==> src/design/rsp_pkg.sv <==
// Package of constants and types for the reset source and power-up timer.
package rsp_pkg;

  // APB register offsets.
  localparam logic [11:0] ADDR_CONFIG = 12'h000;
  localparam logic [11:0] ADDR_FLAGS = 12'h004;
  localparam logic [11:0] ADDR_CAUSE = 12'h008;
  localparam logic [11:0] ADDR_CTRL = 12'h00c;

  // Configuration word field positions.
  localparam int CFG_WIDTH = 14;
  localparam int CFG_OSC_LSB = 0;
  localparam int CFG_WDT_EN = 3;
  localparam int CFG_POWERUP_TIMER_DIS = 4;
  localparam int CFG_EXT_EN = 5;
  localparam int CFG_BOR_LSB = 8;

  // Flags register field positions.
  localparam int FLG_BROWN = 0;
  localparam int FLG_POWERON = 1;
  localparam int FLG_POWERDOWN = 3;
  localparam int FLG_EXPIRY = 4;

  // Oscillator modes that stop the internal oscillator during pin reset.
  localparam logic [2:0] OSC_RCIO = 3'h7;
  localparam logic [2:0] OSC_RC = 3'h6;
  localparam logic [2:0] OSC_INTCLK = 3'h5;
  localparam logic [2:0] OSC_INTIO = 3'h4;

  // Timing.
  localparam int CLK_HZ = 125000000;
  localparam int LFOSC_HZ = 31000;
  localparam int POWERUP_TIMER_MS = 64;
  localparam int POWERUP_TIMER_TICKS = (POWERUP_TIMER_MS * LFOSC_HZ) / 1000;
  localparam int LF_DIV = CLK_HZ / LFOSC_HZ;
  localparam int FILT_NS = 2000;
  localparam int FILT_CYC = (FILT_NS * (CLK_HZ / 1000000) + 999) / 1000;

  // Reset cause encoding.
  typedef enum logic [2:0] {
    CAUSE_NONE = 3'h0,
    CAUSE_POWERON = 3'h1,
    CAUSE_WDT_RUN = 3'h2,
    CAUSE_WDT_SLEEP = 3'h3,
    CAUSE_PIN_RUN = 3'h4,
    CAUSE_PIN_SLEEP = 3'h5,
    CAUSE_BROWNOUT = 3'h6
  } rsp_cause_t;

  // Sequencer states.
  typedef enum logic [1:0] {
    ST_HOLD = 2'h0,
    ST_TIMER = 2'h1,
    ST_RUN = 2'h2
  } rsp_state_t;

  // Analog detector and system inputs.
  typedef struct packed {
    logic poweron;
    logic brownout;
    logic wdt_timeout;
    logic sleeping;
  } rsp_sense_t;

endpackage : rsp_pkg

==> src/design/rsp_pin_filter.sv <==
// Synchroniser and glitch filter for the external reset pin.
`timescale 1ns/1ps
module rsp_pin_filter #(
  parameter int FILT = 250
) (
  // Clock and reset.
  input wire logic clk,
  input wire logic rst_n,
  // Raw pin and filtered level (active low).
  input wire logic pin_n,
  output logic filt_n
);

  typedef struct packed {
    logic s1;
    logic s2;
    logic [15:0] cnt;
    logic out_n;
  } rsp_filt_st_t;

  rsp_filt_st_t st_q;
  rsp_filt_st_t st_d;

  always_comb begin
    st_d = st_q;
    st_d.s1 = pin_n;
    st_d.s2 = st_q.s1;
    // Only a level held longer than the threshold changes the output.
    if (st_q.s2 == st_q.out_n) begin
      st_d.cnt = 16'h0000;
    end else if (st_q.cnt >= 16'(FILT - 1)) begin
      st_d.out_n = st_q.s2;
      st_d.cnt = 16'h0000;
    end else begin
      st_d.cnt = st_q.cnt + 16'h0001;
    end
  end

  always_ff @(posedge clk or negedge rst_n) begin
    if (!rst_n) begin
      st_q <= '{s1: 1'b1, s2: 1'b1, cnt: 16'h0000, out_n: 1'b1};
    end else begin
      st_q <= st_d;
    end
  end

  assign filt_n = st_q.out_n;

endmodule : rsp_pin_filter

==> src/design/rsp_top.sv <==
// Reset source discrimination, power-up timer and APB status registers.
//
// Notes on behaviour
// - Six reset causes are told apart and recorded.
// - Untouched registers keep contents except on power-on.
// - Reset state loads on all resets except watchdog wake-up.
// - Expiry and power-down flags follow the reset cause.
// - Pin resets shorter than the filter threshold are ignored.
// - Watchdog reset never drives the reset pin.
// - Enable bit low: pin is digital input, pin reset inactive.
// - Enable bit high: pin is active-low reset input with pull-up.
// - Power-up timer runs only after power-on or brown-out.
// - Timer counts low-frequency oscillator ticks.
// - Internal reset held while the timer counts.
// - Disable bit set turns the timer off.
// - Reset held while brown-out detector reports low supply.
// - Falling supply does not raise power-on reset.
// - Pin reset in internal or RC mode stops the oscillator.
// - Brown-out during the timer restarts it from zero.
// - Oscillator start-up timer starts after timer expiry.
// - Power-on flag reads 0 after power-on; software sets it.
//
// Our own choices: the register addresses and the APB interface to the registers.
`timescale 1ns/1ps
module rsp_top #(
  parameter int POWERUP_TIMER_TICKS = rsp_pkg::POWERUP_TIMER_TICKS,
  parameter int LF_DIV = rsp_pkg::LF_DIV
) (
  // Clock and reset.
  input wire logic CLK,
  input wire logic RST_N,
  // APB slave.
  input wire logic PSEL,
  input wire logic PENABLE,
  input wire logic PWRITE,
  input wire logic [11:0] PADDR,
  input wire logic [31:0] PWDATA,
  output logic [31:0] PRDATA,
  output logic PREADY,
  output logic PSLVERR,
  // Shared reset pin.
  input wire logic EXT_RESET_PIN_I,
  output logic EXT_RESET_PIN_O,
  output logic EXT_RESET_PIN_OE,
  output logic EXT_RESET_PIN_PULLUP,
  output logic PIN_DIGITAL_IN,
  // Analog detectors and system status.
  input wire logic POWERON_DET,
  input wire logic BROWNOUT_DET,
  input wire logic WDT_TIMEOUT,
  input wire logic SLEEPING,
  // Reset outputs.
  output logic CORE_RESET_N,
  output logic REG_RESET_N,
  output logic WDT_WAKE,
  output logic INT_OSC_STOP,
  output logic OSC_STARTUP_GO
);

  //////////////////////////////////////////////////////////////////////////
  // Input synchronisers.

  typedef struct packed {
    logic [3:0] s1;
    logic [3:0] s2;
  } rsp_sync_t;

  rsp_sync_t sy_q;
  rsp_pkg::rsp_sense_t sense;
  logic pin_filt_n;

  always_ff @(posedge CLK or negedge RST_N) begin
    if (!RST_N) begin
      sy_q <= '{s1: 4'h0, s2: 4'h0};
    end else begin
      sy_q.s1 <= {POWERON_DET, BROWNOUT_DET, WDT_TIMEOUT, SLEEPING};
      sy_q.s2 <= sy_q.s1;
    end
  end

  assign sense = rsp_pkg::rsp_sense_t'(sy_q.s2);

  rsp_pin_filter #(
    .FILT(rsp_pkg::FILT_CYC)
  ) u_filt (
    .clk(CLK),
    .rst_n(RST_N),
    .pin_n(EXT_RESET_PIN_I),
    .filt_n(pin_filt_n)
  );

  //////////////////////////////////////////////////////////////////////////
  // State.

  typedef struct packed {
    rsp_pkg::rsp_state_t state;
    rsp_pkg::rsp_cause_t cause;
    logic [rsp_pkg::CFG_WIDTH-1:0] cfg;
    logic [11:0] div;
    logic [11:0] ticks;
    logic por_prev;
    logic pin_prev;
    logic wdt_prev;
    logic flag_por;
    logic flag_bor;
    logic flag_exp;
    logic flag_pd;
    logic core_rst_n;
    logic reg_rst_n;
    logic wake;
    logic ost_go;
    logic [31:0] rdata;
  } rsp_st_t;

  rsp_st_t st_q;
  rsp_st_t st_d;

  function automatic logic osc_stops(input logic [2:0] mode);
    osc_stops = (mode == rsp_pkg::OSC_RCIO) || (mode == rsp_pkg::OSC_RC) ||
                (mode == rsp_pkg::OSC_INTCLK) || (mode == rsp_pkg::OSC_INTIO);
  endfunction : osc_stops

  logic ext_en;
  logic powerup_timer_dis;
  logic bor_en;
  logic pin_rst;
  logic por_rise;
  logic pin_fall;
  logic wdt_rise;
  logic lf_tick;
  logic wr;
  logic rd;

  assign ext_en = st_q.cfg[rsp_pkg::CFG_EXT_EN];
  assign powerup_timer_dis = st_q.cfg[rsp_pkg::CFG_POWERUP_TIMER_DIS];
  assign bor_en = st_q.cfg[rsp_pkg::CFG_BOR_LSB+1 -: 2] != 2'h0;
  assign pin_rst = ext_en && !pin_filt_n;
  // Rising edge only: a falling supply never creates a power-on event.
  assign por_rise = sense.poweron && !st_q.por_prev;
  assign pin_fall = pin_rst && !st_q.pin_prev;
  assign wdt_rise = sense.wdt_timeout && !st_q.wdt_prev;
  assign lf_tick = st_q.div >= 12'(LF_DIV - 1);
  assign wr = PSEL && PENABLE && PWRITE;
  assign rd = PSEL && !PENABLE && !PWRITE;

  //////////////////////////////////////////////////////////////////////////
  // Sequencer and registers.

  always_comb begin
    st_d = st_q;
    st_d.por_prev = sense.poweron;
    st_d.pin_prev = pin_rst;
    st_d.wdt_prev = sense.wdt_timeout;
    st_d.wake = 1'b0;
    st_d.div = lf_tick ? 12'h000 : st_q.div + 12'h001;
    st_d.ost_go = 1'b0;

    // Cause capture; power-on outranks brown-out outranks pin and watchdog.
    if (por_rise) begin
      st_d.cause = rsp_pkg::CAUSE_POWERON;
      st_d.flag_por = 1'b0;
      st_d.flag_exp = 1'b1;
      st_d.flag_pd = 1'b1;
      st_d.state = rsp_pkg::ST_HOLD;
    end else if (bor_en && sense.brownout) begin
      st_d.cause = rsp_pkg::CAUSE_BROWNOUT;
      st_d.flag_bor = 1'b0;
      st_d.flag_exp = 1'b1;
      st_d.flag_pd = 1'b1;
      st_d.state = rsp_pkg::ST_HOLD;
    end else if (pin_fall) begin
      st_d.cause = sense.sleeping ? rsp_pkg::CAUSE_PIN_SLEEP
                                  : rsp_pkg::CAUSE_PIN_RUN;
      if (sense.sleeping) begin
        st_d.flag_exp = 1'b1;
        st_d.flag_pd = 1'b0;
      end
    end else if (wdt_rise) begin
      st_d.flag_exp = 1'b0;
      if (sense.sleeping) begin
        st_d.cause = rsp_pkg::CAUSE_WDT_SLEEP;
        st_d.flag_pd = 1'b0;
        st_d.wake = 1'b1;
      end else begin
        st_d.cause = rsp_pkg::CAUSE_WDT_RUN;
      end
    end

    case (st_d.state)
      rsp_pkg::ST_HOLD: begin
        st_d.ticks = 12'h000;
        // Restarting the divider makes the timer run its full count.
        st_d.div = 12'h000;
        if (!sense.poweron && !(bor_en && sense.brownout)) begin
          st_d.state = powerup_timer_dis ? rsp_pkg::ST_RUN : rsp_pkg::ST_TIMER;
          st_d.ost_go = powerup_timer_dis;
        end
      end
      rsp_pkg::ST_TIMER: begin
        if (lf_tick) begin
          st_d.ticks = st_q.ticks + 12'h001;
        end
        if (st_q.ticks >= 12'(POWERUP_TIMER_TICKS)) begin
          st_d.state = rsp_pkg::ST_RUN;
          st_d.ost_go = 1'b1;
        end
      end
      rsp_pkg::ST_RUN: begin
        st_d.ticks = 12'h000;
      end
      default: begin
        st_d.state = rsp_pkg::ST_HOLD;
      end
    endcase

    // Registered resets; held through the timer and during pin reset.
    st_d.core_rst_n = (st_d.state == rsp_pkg::ST_RUN) && !pin_rst &&
                      !wdt_rise;
    st_d.reg_rst_n = st_d.core_rst_n || st_d.wake;

    // Software writes; only the power-on and brown-out flags may be set.
    if (wr && PADDR == rsp_pkg::ADDR_FLAGS) begin
      if (PWDATA[rsp_pkg::FLG_POWERON] && !por_rise) begin
        st_d.flag_por = 1'b1;
      end
      if (PWDATA[rsp_pkg::FLG_BROWN] && !(bor_en && sense.brownout)) begin
        st_d.flag_bor = 1'b1;
      end
    end
    if (wr && PADDR == rsp_pkg::ADDR_CONFIG) begin
      st_d.cfg = PWDATA[rsp_pkg::CFG_WIDTH-1:0];
    end

    if (rd) begin
      case (PADDR)
        rsp_pkg::ADDR_CONFIG: st_d.rdata = {18'h00000, st_q.cfg};
        rsp_pkg::ADDR_FLAGS: st_d.rdata = {27'h0000000, st_q.flag_exp,
            st_q.flag_pd, 1'b0, st_q.flag_por, st_q.flag_bor};
        rsp_pkg::ADDR_CAUSE: st_d.rdata = {29'h00000000, st_q.cause};
        rsp_pkg::ADDR_CTRL: st_d.rdata = {28'h0000000, st_q.ticks[11:10],
            st_q.state};
        default: st_d.rdata = 32'h00000000;
      endcase
    end
  end

  // Flags sit outside the reset state; only power-on and brown-out reinitialise them.
  always_ff @(posedge CLK or negedge RST_N) begin
    if (!RST_N) begin
      st_q <= '{state: rsp_pkg::ST_HOLD, cause: rsp_pkg::CAUSE_NONE,
                cfg: 14'h0000, div: 12'h000, ticks: 12'h000,
                por_prev: 1'b0, pin_prev: 1'b0, wdt_prev: 1'b0,
                flag_por: 1'b0, flag_bor: 1'b0, flag_exp: 1'b1,
                flag_pd: 1'b1, core_rst_n: 1'b0, reg_rst_n: 1'b0,
                wake: 1'b0, ost_go: 1'b0, rdata: 32'h00000000};
    end else begin
      st_q <= st_d;
    end
  end

  //////////////////////////////////////////////////////////////////////////
  // Outputs.

  logic addr_ok;
  assign addr_ok = (PADDR == rsp_pkg::ADDR_CONFIG) ||
                   (PADDR == rsp_pkg::ADDR_FLAGS) ||
                   (PADDR == rsp_pkg::ADDR_CAUSE) ||
                   (PADDR == rsp_pkg::ADDR_CTRL);

  assign PRDATA = st_q.rdata;
  assign PREADY = 1'b1;
  assign PSLVERR = PSEL && PENABLE && !addr_ok;
  // The pin is never driven: watchdog resets stay internal.
  assign EXT_RESET_PIN_O = 1'b0;
  assign EXT_RESET_PIN_OE = 1'b0;
  assign EXT_RESET_PIN_PULLUP = ext_en;
  assign PIN_DIGITAL_IN = !ext_en;
  assign CORE_RESET_N = st_q.core_rst_n;
  assign REG_RESET_N = st_q.reg_rst_n;
  assign WDT_WAKE = st_q.wake;
  assign INT_OSC_STOP = pin_rst &&
                        osc_stops(st_q.cfg[rsp_pkg::CFG_OSC_LSB +: 3]);
  assign OSC_STARTUP_GO = st_q.ost_go;

endmodule : rsp_top

==> config.mk <==
export PLATFORM = sky130hd
export DESIGN_NAME = rsp_top
export DESIGN_NICKNAME = d
export VERILOG_FILES = /design/src/design/rsp_pkg.sv /design/src/design/rsp_pin_filter.sv /design/src/design/rsp_top.sv
export SDC_FILE = /design/constraint.sdc
export NUM_CORES = 1
export LEC_CHECK = 0
export ABC_AREA = 0
export BUFFER_PORTS_ARGS = -buffer_cell sky130_fd_sc_hd__buf_2
export CORE_MARGIN = 2
export CORE_UTILIZATION = 58
export DETAILED_ROUTE_END_ITERATION = 8
export GPL_ROUTABILITY_DRIVEN = 0
export PLACE_DENSITY = 0.95
export RECOVER_POWER = 100
export SKIP_CTS_REPAIR_TIMING = 1
export SLEW_MARGIN = 10
export SYNTH_ARGS = -nofsm -noshare
export SYNTH_HDL_FRONTEND = slang
export SYNTH_SLANG_ARGS = --single-unit
==> constraint.sdc <==
create_clock -name CLK -period 4.4 [get_ports CLK]
set_input_delay 0.44 -clock CLK [delete_from_list [all_inputs] [get_ports CLK]]
set_output_delay 0.44 -clock CLK [all_outputs]
set_load 0.03 [all_outputs]
; Word-level counts from Yosys, hierarchy flattened
; Index checks and enable logic that the tools add are counted.
[totals]
out_inout_bits = 43
elab_cells = 130
ff_bits = 113
inputBits = 54
[op_classes]
n_bitwise = 1
order_cmp = 3
n_eq_ne = 14
add_sub_neg = 3
n_reduce_logical = 48
muxes = 38
[op_table]
columns = operator, n
row1 = $pmux W14 S4, 1
row2 = $mux W12, 3
row3 = $mux W16, 2
row4 = $add A12 B1 Y12 const B, 2
row5 = $eq A12 B4 Y1 const B, 2
row6 = $pmux W12 S2, 1
row7 = $mux W2, 10
row8 = $logic_and A1 B1 Y1, 18
row9 = $add A16 B1 Y16 const B, 1
row10 = $ge A16 B8 Y1 const B, 1
row11 = $mux W1, 15
row12 = $logic_not A1 Y1, 13
row13 = $eq A12 B3 Y1 const B, 1
row14 = $eq A3 B3 Y1 const B, 4
row15 = $ge A12 B11 Y1 const B, 1
row16 = $ge A12 B12 Y1 const B, 1
row17 = $logic_not A12 Y1, 1
row18 = $mux W3, 3
row19 = $ne A4 B3 Y1 const B, 2
row20 = $logic_or A1 B1 Y1, 7
row21 = $pmux W2 S3, 1
row22 = $reduce_and A2 Y1, 3
row23 = $mux W5, 1
row24 = $eq A2 B2 Y1 const B, 2
row25 = 10 further kinds, 11

; Longest topological paths before layout
[depth]
word_depth = 12
depth_mapped = 7
mapped_depth_nobuf = 6

; Cells and area by module
; From an unflattened synthesis, not the netlist that was laid out.
[hier_totals]
cells_unflattened = 400
area_unflattened_um2 = 4514.3
[by_module_without_submodules]
columns = mod, cells_per_inst, n_inst, area_per_inst_um2, seq_area_each_um2
row1 = rsp_top, 343, 1, 3767.4, 1904.3
row2 = rsp_pin_filter, 57, 1, 747.0, 479.2

; Worst setup path before layout
; OpenSTA, ideal clock, no wires.
[synth_path]
kind = in2reg
start = in PADDR[1]
end = reg st_q, in the netlist EXT_RESET_PIN_PULLUP
slack_ps = 2438
path_buffers = 1
setup_ps = 127
arrival_time_ps = 1835
cell_stages = 5
t_required_ps = 4273
cell_sequence = nor4_2 nand3_2 nor3b_4 buf_6 mux2_1
[synth_between]
elab_chain_cells = 2
[synth_rtl]
columns = element, line
row1 = from (decl), rsp_top.sv:36  ; input wire logic [11:0] PADDR,
row2 = $logic_not A12 Y1, rsp_top.sv:230  ; if (wr && PADDR == rsp_pkg::ADDR_CONFIG) begin
row3 = $logic_and A1 B1 Y1, rsp_top.sv:230
row4 = to (signal assigned), rsp_top.sv:250  ; st_q <= '{state: rsp_pkg::ST_HOLD, cause: rsp_pkg::CAUSE_NONE,
row5 = to (signal assigned), rsp_top.sv:257  ; st_q <= st_d;
row6 = to (decl), rsp_top.sv:115  ; rsp_st_t st_q;
; No other way between the ends.
; A chain may end at the register's enable or synchronous reset.

==> out/metrics.cfg <==
[outcome]
status = finished, violations left
violations = capacitance limit, slew limit

[worst_setup_path]
critical_path.top_delay_family = buffers and inverters
worstPathMaxFanout = 59
arrival_ns = 3.27
cpPeakStageDelay_ns = 2.10
cp_slowest_cell = clkbuf_1
crit_path_end_kind = asynchronous set/reset pin
startpoint_type = primary input
cp_num_buf_inv = 2
critical_path_class = in2async
crit_chain = clkbuf_1 -> buf_4
worstPathRequired_ns = 4.86

[clocking]
cts_made_buffers = 9
cts-root-buf = clkbuf_8
clock-sinks = 95
clk_pin_slew_ns = 0.09
cts_max_path_buffers = 2
htree_levels = 3
cts_tree = done
clk_latency_ns = 0.37

[detailed_routing]
vias_per_cell = 5.524
drtAntennaViolNets = 0
drtIter0Drc = 258
wirelength_um = 8282
drc_errors = 0
first_pass_iters = 4
via_count = 3005
wire_per_inst_um = 15.22

[placement]
io_buffers = 57
place_area_um2 = 4578
post-place-ws_ns = 1.887
hpwl_um = 5991

[timing]
slew_headroom_pct = -101.4
finalSetupViolCount = 0
hold_viol_final = 0
slew_viol_final = 60
skew_ns = 0.01490
finalSetupTns_ns = 0
fmax_ghz = 0.3558
fin_crit_ns = 2.811
whs_ns = 0.1755
rsz0062_at_grt = false
tightest_slew_ns = 3.022
min_period_over_period_pct = 63.89
timing.final.ws_setup_ns = 1.589

[yosys]
synth_edf_count = 0
synth_top_area_share_pct = 51.19
avgSynthCellArea_um2 = 11.19
yosys_register_bits = 95
synth_most_common_cell = dfrtp_1
synth.cells.most_frequent = dfrtp_1, buf_4, nor2_1, nand2_1, a21oi_1
synth-main-ff-cell = dfrtp_1
yosysWarningCount = 0
ys_top_cells_by_area = dfrtp_1, buf_4, dfstp_2
netlist_instances = 393
syn-cell-area_um2 = 4399
synth_cell_types = 55
ys_seq_area_share_pct = 54.18
synth_area_leader_cell = dfrtp_1
synth-async-reset-ratio_pct = 100.0

[finish]
nNetsFinal = 500
drive_gt1_share_pct = 15.73
fin_area_um2 = 4727
antenna_cells = 0
num-fill-cells = 562
synthToLayoutAreaGrowth_pct = 7.452
multi_input_area_um2 = 1693
ff_latch_area_um2 = 2384

[global_route]
grtUsageTotal_pct = 20.69
overflow = 0
grt_max_degree = 60
antenna_found_initial = 0
grt_pass1_vias = 2981
grt_pass1_wl_um = 13570

[die]
fp-row-count = 31
coreArea_um2 = 7292
fp.dieArea_um2 = 8297
fp.dieW_um = 91.09
pin_count = 97
start_util_pct = 60.33
die_y_um = 91.09

[power_and_ir_drop]
power_mw = 1.650
peakVddDrop_mv = 0.1593
cellPowerDensity_nw_per_um2 = 349.0
leakage_nw = 2.144

[min_path]
hp-class = in2reg

[run]
maxCapViolCount = 1

==> cell families (layout without fill, tap and decap cells) <==
logic type,after synthesis,in the layout,share of synthesized area [%]
adder cells (fa/ha/maj),6,6,1.706
buffers and inverters,63,88,8.959
other,2,29,0.1707
AO/OA/AOI/OAI,65,65,9.813
AND/OR/NAND/NOR,124,124,15.93
multiplexers,23,23,6.257
XOR/XNOR,15,15,2.986
flip-flops,95,95,54.18
==> per-stage QoR <==
| stage | util, % | cells |
|---|---|---|
| 6_report | 64.83 | 544 |
| 5_1_grt | 64.83 | 544 |
| 4_1_cts | 65.67 | 544 |
| 3_5_place_dp | 62.78 | 528 |
| 3_3_place_gp | 62.78 | 528 |
| 2_1_floorplan | - | 420 |
==> state kept, by name, summed over array words and instances (netlist names), 4 cells and up <==
signal       count
PRDATA          14
sense            4
st_q            48
sy_q             4
u_filt.st_q     17
==> area by class of cell <==
class,count,share of cell area [%]
Clock buffer,9,2.620
Tap cell,99,2.620
Multi-Input combinational cell,262,35.81
Sequential cell,95,50.42
Clock inverter,7,1.826
Inverter,14,1.112
Timing Repair Buffer,58,5.585
==> where the power goes <==
group,switching [mW],internal (mW)
logic,0.0928,0.0373
registers,0.0198,0.899
clock network,0.325,0.276
==> layout by cell type, fill, tap and decap left out, types with 10 or more instances in the layout <==
master    synthesis  layout
nand3_1          15      16
o21ai_0          13      14
conb_1            2      29
clkbuf_1          7      23
nand2_1          23      23
inv_1            14      14
dfrtp_1          90      90
nor4_1            8      10
buf_2             3      34
a21oi_1          18      18
mux2_1           10      10
nor2_1           28      28
==> path summary, 6_finish.rpt <==
path,cells past startpoint,to,startpoint,slack (ns)
worst min-delay path,1,u_filt.st_d[17]$_DFF_PN1_,EXT_RESET_PIN_I,0.18
worst max-delay path,2,u_filt.filt_n$_DFFE_PN1P_,RST_N,1.59
max in group CLK,4,REG_RESET_N$_DFF_PN0_,st_q[76]$_DFFE_PN0P_,1.72
min in group asynchronous,1,st_q[55]$_DFF_PN0_,RST_N,1.06
worst min register to register,0,sense[3]$_DFF_PN0_,sy_q[7]$_DFF_PN0_,0.35
worst max register to register,4,REG_RESET_N$_DFF_PN0_,st_q[76]$_DFFE_PN0P_,1.72
==> routing by layer <==
metal  GRT usage (%)  up-vias  wire (um)
li1                -     1417          -
met1           24.86     1479       3452
met2           35.99       94       4228
met3           4.066       15        439
met4           9.470        0        161
met5               0        -          0
==> worst reg2reg max path, cell delays in order, from the launching register on <==
cell and delay [ns]:
dfrtp_1 0.42, o21ai_0 0.83, nand3_1 0.58, or3_1 0.52, o211ai_1 0.24
Power figures use the tool's default switching activity.
